`src/rtl/tstc_pkg.sv`:
```
// Shared constants for the timer slave and external trigger control block
package tstc_pkg;

   // ------------------------------------------------------------
   // Register map
   // ------------------------------------------------------------
   localparam logic [31:0] TIMER1_SMCR_ADDR = 32'h4000E008;
   localparam logic [31:0] TIMER2_SMCR_ADDR = 32'h4000F008;
   localparam logic [31:0] SMCR_RESET       = 32'h00000000;
   localparam logic [31:0] SMCR_WR_MASK     = 32'h0000FFF7;

   // ------------------------------------------------------------
   // Field positions
   // ------------------------------------------------------------
   localparam int ETP_BIT  = 15;
   localparam int ECE_BIT  = 14;
   localparam int ETPS_LSB = 12;
   localparam int ETF_LSB  = 8;
   localparam int MSM_BIT  = 7;
   localparam int TS_LSB   = 4;
   localparam int SMS_LSB  = 0;

   // ------------------------------------------------------------
   // Slave mode and trigger select codes
   // ------------------------------------------------------------
   localparam logic [2:0] SMS_OFF   = 3'h0;
   localparam logic [2:0] SMS_RESET = 3'h4;
   localparam logic [2:0] SMS_GATED = 3'h5;
   localparam logic [2:0] SMS_TRIG  = 3'h6;
   localparam logic [2:0] SMS_EXT1  = 3'h7;

   localparam logic [2:0] TS_INTERNAL_TRIGGER_ZERO   = 3'h0;
   localparam logic [2:0] TS_TI1ED  = 3'h4;
   localparam logic [2:0] TS_TI1    = 3'h5;
   localparam logic [2:0] TS_TI2    = 3'h6;
   localparam logic [2:0] TS_FILTERED_EXT_TRIGGER   = 3'h7;

   // ------------------------------------------------------------
   // Timing
   // ------------------------------------------------------------
   localparam int CLK_PERIOD_NS = 100;
   // Trigger-input delay, in core clock cycles, while master/slave sync is on
   localparam int MSM_DELAY_CYC = 1;

endpackage

```
`src/rtl/tstc_ext_prescaler.sv`:
```
// External trigger prescaler: divides the rising-edge rate by 1, 2, 4 or 8
`timescale 1ns/1ps
module tstc_ext_prescaler
(
   // Clock and reset
   input  wire logic       core_clk_in,
   input  wire logic       rst_in,
   // Trigger path
   input  wire logic       sig_in,
   input  wire logic [1:0] prescale_in,
   output logic            sig_out
);

   typedef struct packed {
      logic       prev;
      logic [2:0] edges;
      logic       out;
   } tstc_pre_state_t;

   tstc_pre_state_t r;
   tstc_pre_state_t n;

   always_comb
   begin
      n = r;
      n.prev = sig_in;
      n.edges = r.edges + 3'(sig_in & ~r.prev);
      // Bit k of an edge counter rises once per 2^(k+1) input edges
      if (prescale_in == 2'h0)
         n.out = sig_in;
      else
         n.out = n.edges[prescale_in - 2'h1];
   end

   always_ff @(posedge core_clk_in)
   begin
      if (rst_in)
         r <= '0;
      else
         r <= n;
   end

   assign sig_out = r.out;

   a_prescale_off: assert property (@(posedge core_clk_in) disable iff (rst_in)
      (prescale_in == 2'h0) |=> (sig_out == $past(sig_in)))
      else $error("prescaler off does not pass trigger through");

endmodule

```
`src/rtl/tstc_ext_filter.sv`:
```
// External trigger digital filter: sample-rate divider and agreement counter
`timescale 1ns/1ps
module tstc_ext_filter
(
   // Clock and reset
   input  wire logic       core_clk_in,
   input  wire logic       rst_in,
   // Trigger path
   input  wire logic       sig_in,
   input  wire logic [3:0] filter_in,
   output logic            sig_out
);

   typedef struct packed {
      logic [4:0] div;
      logic [3:0] agree;
      logic       out;
   } tstc_filt_state_t;

   tstc_filt_state_t r;
   tstc_filt_state_t n;
   logic [2:0]       rate_log;
   logic [3:0]       need;
   logic [4:0]       mask;
   logic             strobe;

   // Returns {log2 of sample divider, samples needed}
   function automatic logic [6:0] filt_decode(input logic [3:0] code);
      case (code)
         4'h0:    filt_decode = {3'h0, 4'h1};
         4'h1:    filt_decode = {3'h0, 4'h2};
         4'h2:    filt_decode = {3'h0, 4'h4};
         4'h3:    filt_decode = {3'h0, 4'h8};
         4'h4:    filt_decode = {3'h1, 4'h6};
         4'h5:    filt_decode = {3'h1, 4'h8};
         4'h6:    filt_decode = {3'h2, 4'h6};
         4'h7:    filt_decode = {3'h2, 4'h8};
         4'h8:    filt_decode = {3'h3, 4'h6};
         4'h9:    filt_decode = {3'h3, 4'h8};
         4'hA:    filt_decode = {3'h4, 4'h5};
         4'hB:    filt_decode = {3'h4, 4'h6};
         4'hC:    filt_decode = {3'h4, 4'h8};
         4'hD:    filt_decode = {3'h5, 4'h5};
         4'hE:    filt_decode = {3'h5, 4'h6};
         default: filt_decode = {3'h5, 4'h8};
      endcase
   endfunction

   always_comb
   begin
      {rate_log, need} = filt_decode(filter_in);
      mask = 5'((6'h01 << rate_log) - 6'h01);
      strobe = ((r.div & mask) == mask);
      n = r;
      n.div = r.div + 5'h01;
      if (filter_in == 4'h0)
      begin
         n.out = sig_in;
         n.agree = 4'h0;
      end
      else if (strobe)
      begin
         // A sample equal to the output restarts the count
         if (sig_in == r.out)
            n.agree = 4'h0;
         else if ((r.agree + 4'h1) >= need)
         begin
            n.out = sig_in;
            n.agree = 4'h0;
         end
         else
            n.agree = r.agree + 4'h1;
      end
   end

   always_ff @(posedge core_clk_in)
   begin
      if (rst_in)
         r <= '0;
      else
         r <= n;
   end

   assign sig_out = r.out;

   a_filter_bypass: assert property (@(posedge core_clk_in) disable iff (rst_in)
      (filter_in == 4'h0) |=> (sig_out == $past(sig_in)))
      else $error("filter code zero does not pass samples through");

   a_filter_needs_count: assert property (@(posedge core_clk_in) disable iff (rst_in)
      (filter_in != 4'h0 && n.out != r.out) |-> (strobe && (r.agree + 4'h1) >= need))
      else $error("filter output changed without enough agreeing samples");

endmodule

```
`src/rtl/tstc_slave_ctrl.sv`:
```
// Timer slave-mode and external trigger control with its control register
//
// Function
// - Polarity bit 15: 0 passes trigger pin, 1 inverts it before processing.
// - Bit 14 set: counter advances on each active filtered external trigger edge.
// - Clock mode 2 acts like clock mode 1 with filtered external trigger.
// - Clock mode 2 may combine with reset, gated, trigger; software avoids select 111.
// - Both external clock modes on: filtered external trigger clocks the counter.
// - Prescale field 13:12 divides trigger edge rate by 1, 2, 4 or 8.
// - Filter codes 0..3: full clock; no filter, then 2, 4, 8 samples.
// - Codes 4..9: clock divided by 2, 4, 8; 6 or 8 samples.
// - Codes 10..15: divided by 16 or 32; 5, 6, 8 samples.
// - Master/slave bit delays trigger input effect for exact step with slave.
// - Trigger select routes internal zero, edge detect, input 1, input 2, external.
// - Slave mode 000 uses internal clock; 111 counts trigger rising edges.
// - Mode 100 resets counter, 101 gates counting, 110 starts counter.
`timescale 1ns/1ps
module tstc_slave_ctrl
#(
   parameter logic [31:0] REG_ADDR      = tstc_pkg::TIMER1_SMCR_ADDR,
   parameter int          MSM_DELAY_CYC = tstc_pkg::MSM_DELAY_CYC
)
(
   // Clock and reset
   input  wire logic        core_clk_in,
   input  wire logic        rst_in,
   // Register port
   input  wire logic [31:0] addr_in,
   input  wire logic [31:0] wr_data_in,
   input  wire logic        wr_en_in,
   input  wire logic        rd_en_in,
   output logic      [31:0] rd_data_out,
   // Trigger sources
   input  wire logic        ext_trigger_pin_in,
   input  wire logic        internal_trigger_zero_in,
   input  wire logic        input1_edge_detect_in,
   input  wire logic        filtered_input1_in,
   input  wire logic        filtered_input2_in,
   // Counter core interface
   input  wire logic        counter_run_bit_in,
   output logic             count_tick_out,
   output logic             counter_reset_out,
   output logic             counter_start_out,
   output logic             count_gate_out,
   output logic             trigger_input_out,
   output logic             filtered_ext_trigger_out
);

   // ------------------------------------------------------------
   // Parameter checks
   // ------------------------------------------------------------
   if (MSM_DELAY_CYC < 1 || MSM_DELAY_CYC > 8)
      $error("MSM_DELAY_CYC must lie in 1..8");

   // ------------------------------------------------------------
   // State
   // ------------------------------------------------------------
   typedef struct packed {
      logic                     etp;
      logic                     ece;
      logic [1:0]               etps;
      logic [3:0]               etf;
      logic                     msm;
      logic [2:0]               ts;
      logic [2:0]               sms;
      logic [MSM_DELAY_CYC-1:0] dly;
      logic                     trig_prev;
      logic                     filtered_ext_trigger_prev;
      logic [31:0]              rd_data;
      logic                     tick;
      logic                     rst_pulse;
      logic                     start_pulse;
      logic                     gate;
      logic                     trig;
      logic                     filtered_ext_trigger_q;
   } tstc_state_t;

   tstc_state_t r;
   tstc_state_t n;

   logic pol_trig;
   logic pre_trig;
   logic filtered_ext_trigger;
   logic trig_now;
   logic trig_lvl;
   logic trig_rise;
   logic filtered_ext_trigger_rise;
   logic ext_clk;
   logic src_edge;
   logic gate_ok;
   logic reg_hit;

   // ------------------------------------------------------------
   // External trigger path: polarity, prescaler, filter
   // ------------------------------------------------------------
   assign pol_trig = ext_trigger_pin_in ^ r.etp;

   tstc_ext_prescaler u_pre
   (
      .core_clk_in (core_clk_in),
      .rst_in      (rst_in),
      .sig_in      (pol_trig),
      .prescale_in (r.etps),
      .sig_out     (pre_trig)
   );

   tstc_ext_filter u_filt
   (
      .core_clk_in (core_clk_in),
      .rst_in      (rst_in),
      .sig_in      (pre_trig),
      .filter_in   (r.etf),
      .sig_out     (filtered_ext_trigger)
   );

   // ------------------------------------------------------------
   // Trigger selection
   // ------------------------------------------------------------
   function automatic logic trig_mux(input logic [2:0] sel,
                                     input logic       internal_trigger_zero,
                                     input logic       ti1ed,
                                     input logic       ti1,
                                     input logic       ti2,
                                     input logic       ext);
      case (sel)
         tstc_pkg::TS_INTERNAL_TRIGGER_ZERO:  trig_mux = internal_trigger_zero;
         tstc_pkg::TS_TI1ED: trig_mux = ti1ed;
         tstc_pkg::TS_TI1:   trig_mux = ti1;
         tstc_pkg::TS_TI2:   trig_mux = ti2;
         tstc_pkg::TS_FILTERED_EXT_TRIGGER:  trig_mux = ext;
         default:            trig_mux = 1'b0;
      endcase
   endfunction

   // ------------------------------------------------------------
   // Next state
   // ------------------------------------------------------------
   always_comb
   begin
      n = r;
      reg_hit = (addr_in == REG_ADDR);
      // Unused codes fall to the default branch and stay low
      trig_now = trig_mux(r.ts, internal_trigger_zero_in, input1_edge_detect_in,
                          filtered_input1_in, filtered_input2_in, filtered_ext_trigger);
      // The delay line always shifts so the delayed copy is valid when sync turns on
      n.dly = MSM_DELAY_CYC'({r.dly, trig_now});
      trig_lvl = r.msm ? r.dly[MSM_DELAY_CYC-1] : trig_now;
      trig_rise = trig_lvl & ~r.trig_prev;
      filtered_ext_trigger_rise = filtered_ext_trigger & ~r.filtered_ext_trigger_prev;
      n.trig_prev = trig_lvl;
      n.filtered_ext_trigger_prev = filtered_ext_trigger;

      // Clock mode 2 overrides clock mode 1 source when both are set
      ext_clk = r.ece || (r.sms == tstc_pkg::SMS_EXT1);
      src_edge = r.ece ? filtered_ext_trigger_rise : trig_rise;
      gate_ok = (r.sms == tstc_pkg::SMS_GATED) ? trig_lvl : 1'b1;

      n.tick = counter_run_bit_in && (ext_clk ? src_edge : 1'b1) && gate_ok;
      n.rst_pulse = (r.sms == tstc_pkg::SMS_RESET) && trig_rise;
      n.start_pulse = (r.sms == tstc_pkg::SMS_TRIG) && trig_rise;
      n.gate = gate_ok;
      n.trig = trig_lvl;
      n.filtered_ext_trigger_q = filtered_ext_trigger;

      if (wr_en_in && reg_hit)
      begin
         // Reserved bits are simply never stored
         n.etp  = wr_data_in[tstc_pkg::ETP_BIT];
         n.ece  = wr_data_in[tstc_pkg::ECE_BIT];
         n.etps = wr_data_in[tstc_pkg::ETPS_LSB +: 2];
         n.etf  = wr_data_in[tstc_pkg::ETF_LSB +: 4];
         n.msm  = wr_data_in[tstc_pkg::MSM_BIT];
         n.ts   = wr_data_in[tstc_pkg::TS_LSB +: 3];
         n.sms  = wr_data_in[tstc_pkg::SMS_LSB +: 3];
      end

      n.rd_data = 32'h00000000;
      if (rd_en_in && reg_hit)
      begin
         n.rd_data[tstc_pkg::ETP_BIT]       = r.etp;
         n.rd_data[tstc_pkg::ECE_BIT]       = r.ece;
         n.rd_data[tstc_pkg::ETPS_LSB +: 2] = r.etps;
         n.rd_data[tstc_pkg::ETF_LSB +: 4]  = r.etf;
         n.rd_data[tstc_pkg::MSM_BIT]       = r.msm;
         n.rd_data[tstc_pkg::TS_LSB +: 3]   = r.ts;
         n.rd_data[tstc_pkg::SMS_LSB +: 3]  = r.sms;
      end
   end

   always_ff @(posedge core_clk_in)
   begin
      if (rst_in)
         r <= '0;
      else
         r <= n;
   end

   // ------------------------------------------------------------
   // Outputs
   // ------------------------------------------------------------
   assign rd_data_out              = r.rd_data;
   assign count_tick_out           = r.tick;
   assign counter_reset_out        = r.rst_pulse;
   assign counter_start_out        = r.start_pulse;
   assign count_gate_out           = r.gate;
   assign trigger_input_out        = r.trig;
   assign filtered_ext_trigger_out = r.filtered_ext_trigger_q;

   // ------------------------------------------------------------
   // Assertions
   // ------------------------------------------------------------
   a_reserved_read_zero: assert property (@(posedge core_clk_in) disable iff (rst_in)
      rd_en_in |=> (rd_data_out[31:16] == 16'h0000 && rd_data_out[3] == 1'b0))
      else $error("reserved register bits read non-zero");

   a_write_read_back: assert property (@(posedge core_clk_in) disable iff (rst_in)
      (wr_en_in && reg_hit) ##1 (rd_en_in && reg_hit)
      |=> (rd_data_out == ($past(wr_data_in, 2) & tstc_pkg::SMCR_WR_MASK)))
      else $error("register read back differs from masked write");

   a_ece_ext_edge: assert property (@(posedge core_clk_in) disable iff (rst_in)
      (r.ece && counter_run_bit_in && r.sms != tstc_pkg::SMS_GATED)
      |=> (count_tick_out == $past(filtered_ext_trigger_rise)))
      else $error("clock mode 2 tick does not follow external edge");

   a_ext1_trig_edge: assert property (@(posedge core_clk_in) disable iff (rst_in)
      (!r.ece && r.sms == tstc_pkg::SMS_EXT1 && counter_run_bit_in)
      |=> (count_tick_out == $past(trig_rise)))
      else $error("clock mode 1 tick does not follow trigger edge");

   a_internal_clock: assert property (@(posedge core_clk_in) disable iff (rst_in)
      (!r.ece && r.sms == tstc_pkg::SMS_OFF && counter_run_bit_in) |=> count_tick_out)
      else $error("disabled slave mode does not tick every cycle");

   a_reset_mode_pulse: assert property (@(posedge core_clk_in) disable iff (rst_in)
      ##1 (counter_reset_out == $past(r.sms == tstc_pkg::SMS_RESET && trig_rise)))
      else $error("reset-mode pulse wrong");

   a_gated_level: assert property (@(posedge core_clk_in) disable iff (rst_in)
      (r.sms == tstc_pkg::SMS_GATED) |=> (count_gate_out == $past(trig_lvl)))
      else $error("gate does not follow trigger level");

   a_unused_select: assert property (@(posedge core_clk_in) disable iff (rst_in)
      (r.ts inside {3'h1, 3'h2, 3'h3}) |-> !trig_now)
      else $error("unused trigger select is not inactive");

   a_select_filtered_ext_trigger: assert property (@(posedge core_clk_in) disable iff (rst_in)
      (r.ts == tstc_pkg::TS_FILTERED_EXT_TRIGGER) |-> (trig_now == filtered_ext_trigger))
      else $error("external trigger select routes wrong source");

   a_msm_delay: assert property (@(posedge core_clk_in) disable iff (rst_in)
      (r.msm && $past(!rst_in, MSM_DELAY_CYC)) |-> (trig_lvl == $past(trig_now, MSM_DELAY_CYC)))
      else $error("master/slave delay not applied");

   c_reset_mode: cover property (@(posedge core_clk_in) disable iff (rst_in) counter_reset_out);
   c_start_mode: cover property (@(posedge core_clk_in) disable iff (rst_in) counter_start_out);
   c_ece_tick:   cover property (@(posedge core_clk_in) disable iff (rst_in)
      r.ece && count_tick_out);
   c_gated_stop: cover property (@(posedge core_clk_in) disable iff (rst_in)
      r.sms == tstc_pkg::SMS_GATED && !count_gate_out);

endmodule

```
`config.mk`:
```
export PLATFORM = sky130hd
export DESIGN_NAME = tstc_slave_ctrl
export DESIGN_NICKNAME = d
export VERILOG_FILES = /design/src/rtl/tstc_pkg.sv /design/src/rtl/tstc_ext_prescaler.sv /design/src/rtl/tstc_ext_filter.sv /design/src/rtl/tstc_slave_ctrl.sv
export SDC_FILE = /design/constraint.sdc
export NUM_CORES = 1
export LEC_CHECK = 0
export ABC_AREA = 1
export BUFFER_PORTS_ARGS = -buffer_cell sky130_fd_sc_hd__buf_2
export CAP_MARGIN = 0
export CORE_ASPECT_RATIO = 0.9
export CORE_UTILIZATION = 40
export CTS_CLUSTER_DIAMETER = 30
export DETAILED_ROUTE_END_ITERATION = 8
export PLACE_DENSITY = 0.79
export RECOVER_POWER = 100
export SYNTH_ARGS = -nofsm -noshare
export SYNTH_HDL_FRONTEND = slang
export SYNTH_SLANG_ARGS = --single-unit
```
`constraint.sdc`:
```
create_clock -name core_clk_in -period 1.85 [get_ports core_clk_in]
set_input_delay 0.185 -clock core_clk_in [delete_from_list [all_inputs] [get_ports core_clk_in]]
set_output_delay 0.185 -clock core_clk_in [all_outputs]
set_load 0.02 [all_outputs]
```
==> impl_metrics.csv <==
group,metric,value,unit
run_status,status,"finished, final reports clean",
synthesis,synth-compound-area-share,0.0673,
drt,vias,2563,
sta,rsz0062_at_grt,"true",
placement,gp_congestion,0.768,
synthesis,synth_warnings,0,
clock_tree,postCtsHoldBufs,0,
synthesis,synthSimpleGateAreaFrac,0.288,
floorplanning,initial_core_util,0.415,
synthesis,postSynthAreaPerCell,7.42,sq um
finish,fin_nets,563,
sta,slew_violations,0,
global_routing,grt_pass1_wl,9.67,mm
min_path,hold_class,"in2reg",
critical_path,r2r_cells,10,
global_routing,grt_max_degree,26,
sta,worstMarginPinSlew,0.660,ns
clock_tree,insertion_delay,0.33,ns
finish,drive_gt1_frac,0.238,
clock_tree,cts_buffers,9,
critical_path,critPathMaxFanout,4,
finish,final_cells,573,
min_path,holdPathStages,2,
power,peakVddDrop,406,uV
power,p_per_area,701,mW/mm^2
global_routing,grt_overflow,0,
global_routing,first_global_vias,2350,
finish,finalCoreUtilization,0.503,
critical_path,critPathCaptureType,"register",
sta,hold_viol_final,0,
drt,dr.pass1.iters,5,
floorplanning,rows,29,
clock_tree,clkSinkCount,59,
synthesis,synthAdderAreaFrac,0.0596,
clock_tree,cts_root_buf,"clkbuf_8",
placement,portBuffers,77,
drt,ant_nets,0,
synthesis,synth_top_family_by_area,"simple AND/OR/NAND/NOR gates",
synthesis,syn-cell-area,0.00294,sq mm
floorplanning,die_w,92.4,um
clock_tree,cts_setup_buffers,0,
placement,place_hpwl,4.51,mm
clock_tree,cts_max_path_buffers,2,
sta,finClkSkew,0.00490,ns
synthesis,synth_cell_types,33,
global_routing,grt_usage,0.156,
synthesis,synth_mux_area_frac,0,
floorplanning,dieArea,0.00770,sq mm
critical_path,arrival,2.08,ns
floorplanning,boundaryPins,112,
synthesis,synth.yosys.seq_area_share,0.402,
clock_tree,cts_tree,"yes",
floorplanning,die_h,83.3,um
critical_path,startpoint_type,"register",
global_routing,antenna_found_initial,0,
drt,routed_wl,5.96,mm
synthesis,synth_seq_cells,59,
sta,fmax,549,MHz
critical_path,critical_path_class,"reg2reg",
clock_tree,clk_pin_slew,0.06,ns
power,p_leak,1.66,nW
critical_path,critPathRequiredTime,2.11,ns
synthesis,yosys.area_share.xor_xnor,0.0179,
floorplanning,core_area,0.00708,sq mm
placement,dpl.cell_count,557,
finish,area_growth_syn_to_layout,21.2,%
sta,period_needed,1.82,ns
drt,wl_per_cell,10.4,um
finish,antenna_cells,0,
drt,drt_iter0_markers,102,
drt,drt-vias-per-instance,4.47,
sta,final-setup-viol-count,0,
run,drv_cap,0,
drt,drc,0,
sta,relSlewSlack,0.560,
clock_tree,h-tree-depth,3,
synthesis,syn_inst,396,
sta,fin_crit_sh,0.984,
==> through the flow <==
step	area (sq um)	worst slack, ns	hold slack, ns	power (W)	TNS, ns
after floorplan	3000	0.0882	0.358	0.00146	0
after detailed placement	3330	-0.0755	0.441	0.00152	-0.138
final	3560	0.0295	0.0933	0.00250	0
after global placement	3330	-0.0104	0.429	0.00151	-0.0104
after global routing	3560	-0.0581	0.0933	0.00261	-0.211
after CTS	3550	0.00752	0.0856	0.00252	0
==> report_power, final <==
group	switching, W	internal [W]
sequential	0.0000103	0.00129
clock	0.000455	0.000556
combinational	0.000113	0.0000753
==> layout make-up <==
| class | instances | area [sq um] |
|---|---|---|
| Timing Repair Buffer | 91 | 450 |
| Multi-Input combinational cell | 258 | 1420 |
| Inverter | 56 | 210 |
| Clock inverter | 2 | 10.0 |
| Tap cell | 93 | 116 |
| Clock buffer | 14 | 163 |
| Sequential cell | 59 | 1190 |
| Fill cell | 692 | 3510 |
==> worst paths after layout <==
kind / startpoint / endpoint / slack (ns)
min: rst_in / r[48]$_SDFFE_PP0N_ / 0.09
max: u_filt.r[1]$_SDFFE_PP0P_ / u_filt.r[3]$_SDFFE_PP0P_ / 0.03
max reg2reg: u_filt.r[1]$_SDFFE_PP0P_ / u_filt.r[3]$_SDFFE_PP0P_ / 0.03
min reg2reg: u_filt.r[5]$_SDFF_PP0_ / u_filt.r[5]$_SDFF_PP0_ / 0.46
==> routing by layer <==
layer	part of all wire	GRT usage
met3	0.065	0.0485
met2	0.49	0.277
met5	0	0
met1	0.43	0.173
met4	0.019	0.0554
==> flip-flops by register name (all words and copies together) (netlist names), 3 cells and up <==
name and count:
u_filt.rate_log 3, u_pre.r 4, u_filt.r 9, r 16, rd_data_out 15, u_filt.need 4
==> layout by cell type, fill, tap and decap left out, drive strengths merged <==
cell type	count
nor4	1
or2	2
buf	65
nand4	2
nor3	6
nand2	75
a21oi	6
o21ai	5
o21a	2
nor2	79
clkbuf	40
nand3	23
xor2	3
clkinv	2
a211oi	13
o211ai	3
ha	14
and3	1
nand3b	1
inv	56
xnor2	3
dfxtp	59
a22oi	1
nor3b	1
conb	17
==> synth_stat cells, drive strengths merged <==
| library cell | n | area [sq um] |
|---|---|---|
| nand4 | 2 | 12.5 |
| inv | 56 | 210 |
| nor4 | 1 | 6.26 |
| dfxtp | 59 | 1180 |
| a211oi | 13 | 97.6 |
| clkbuf | 1 | 3.75 |
| o21a | 2 | 15.0 |
| nand3 | 23 | 138 |
| nand3b | 1 | 7.51 |
| o21ai | 5 | 25.0 |
| xor2 | 3 | 26.3 |
| conb | 1 | 3.75 |
| nor3b | 1 | 7.51 |
| ha | 14 | 175 |
| a21oi | 6 | 30.0 |
| xnor2 | 3 | 26.3 |
| a22oi | 1 | 7.51 |
| buf | 38 | 269 |
| and3 | 1 | 6.26 |
| nand2 | 75 | 302 |
| nor2 | 79 | 324 |
| o211ai | 3 | 22.5 |
| nor3 | 6 | 30.0 |
| or2 | 2 | 12.5 |
==> critical path: stages (launching register included) <==
cell,delay [ns]
dfxtp_4,0.36
ha_4,0.25
ha_4,0.25
inv_2,0.05
nor2_1,0.04
o211ai_1,0.19
nand3_2,0.12
nor3_2,0.14
buf_4,0.17
nand2_1,0.06
a21oi_2,0.12
==> repair_timing <==
item | in CTS | in global routing
endpoints found under the hold margin | 0 | 0
gates resized for setup | 7 | 16
setup endpoints to repair | 3 | 6
pin swaps | 3 | 9
==> cells by family after synthesis <==
family	count (synthesis)
DFF	59
other	1
and+or+nand+nor	191
buffers and inverters	95
xor gates and xnor gates	6
adders and majority gates	14
AOI/OAI and AO/OA	30
Note: power is estimated with default switching activity, not from simulation.
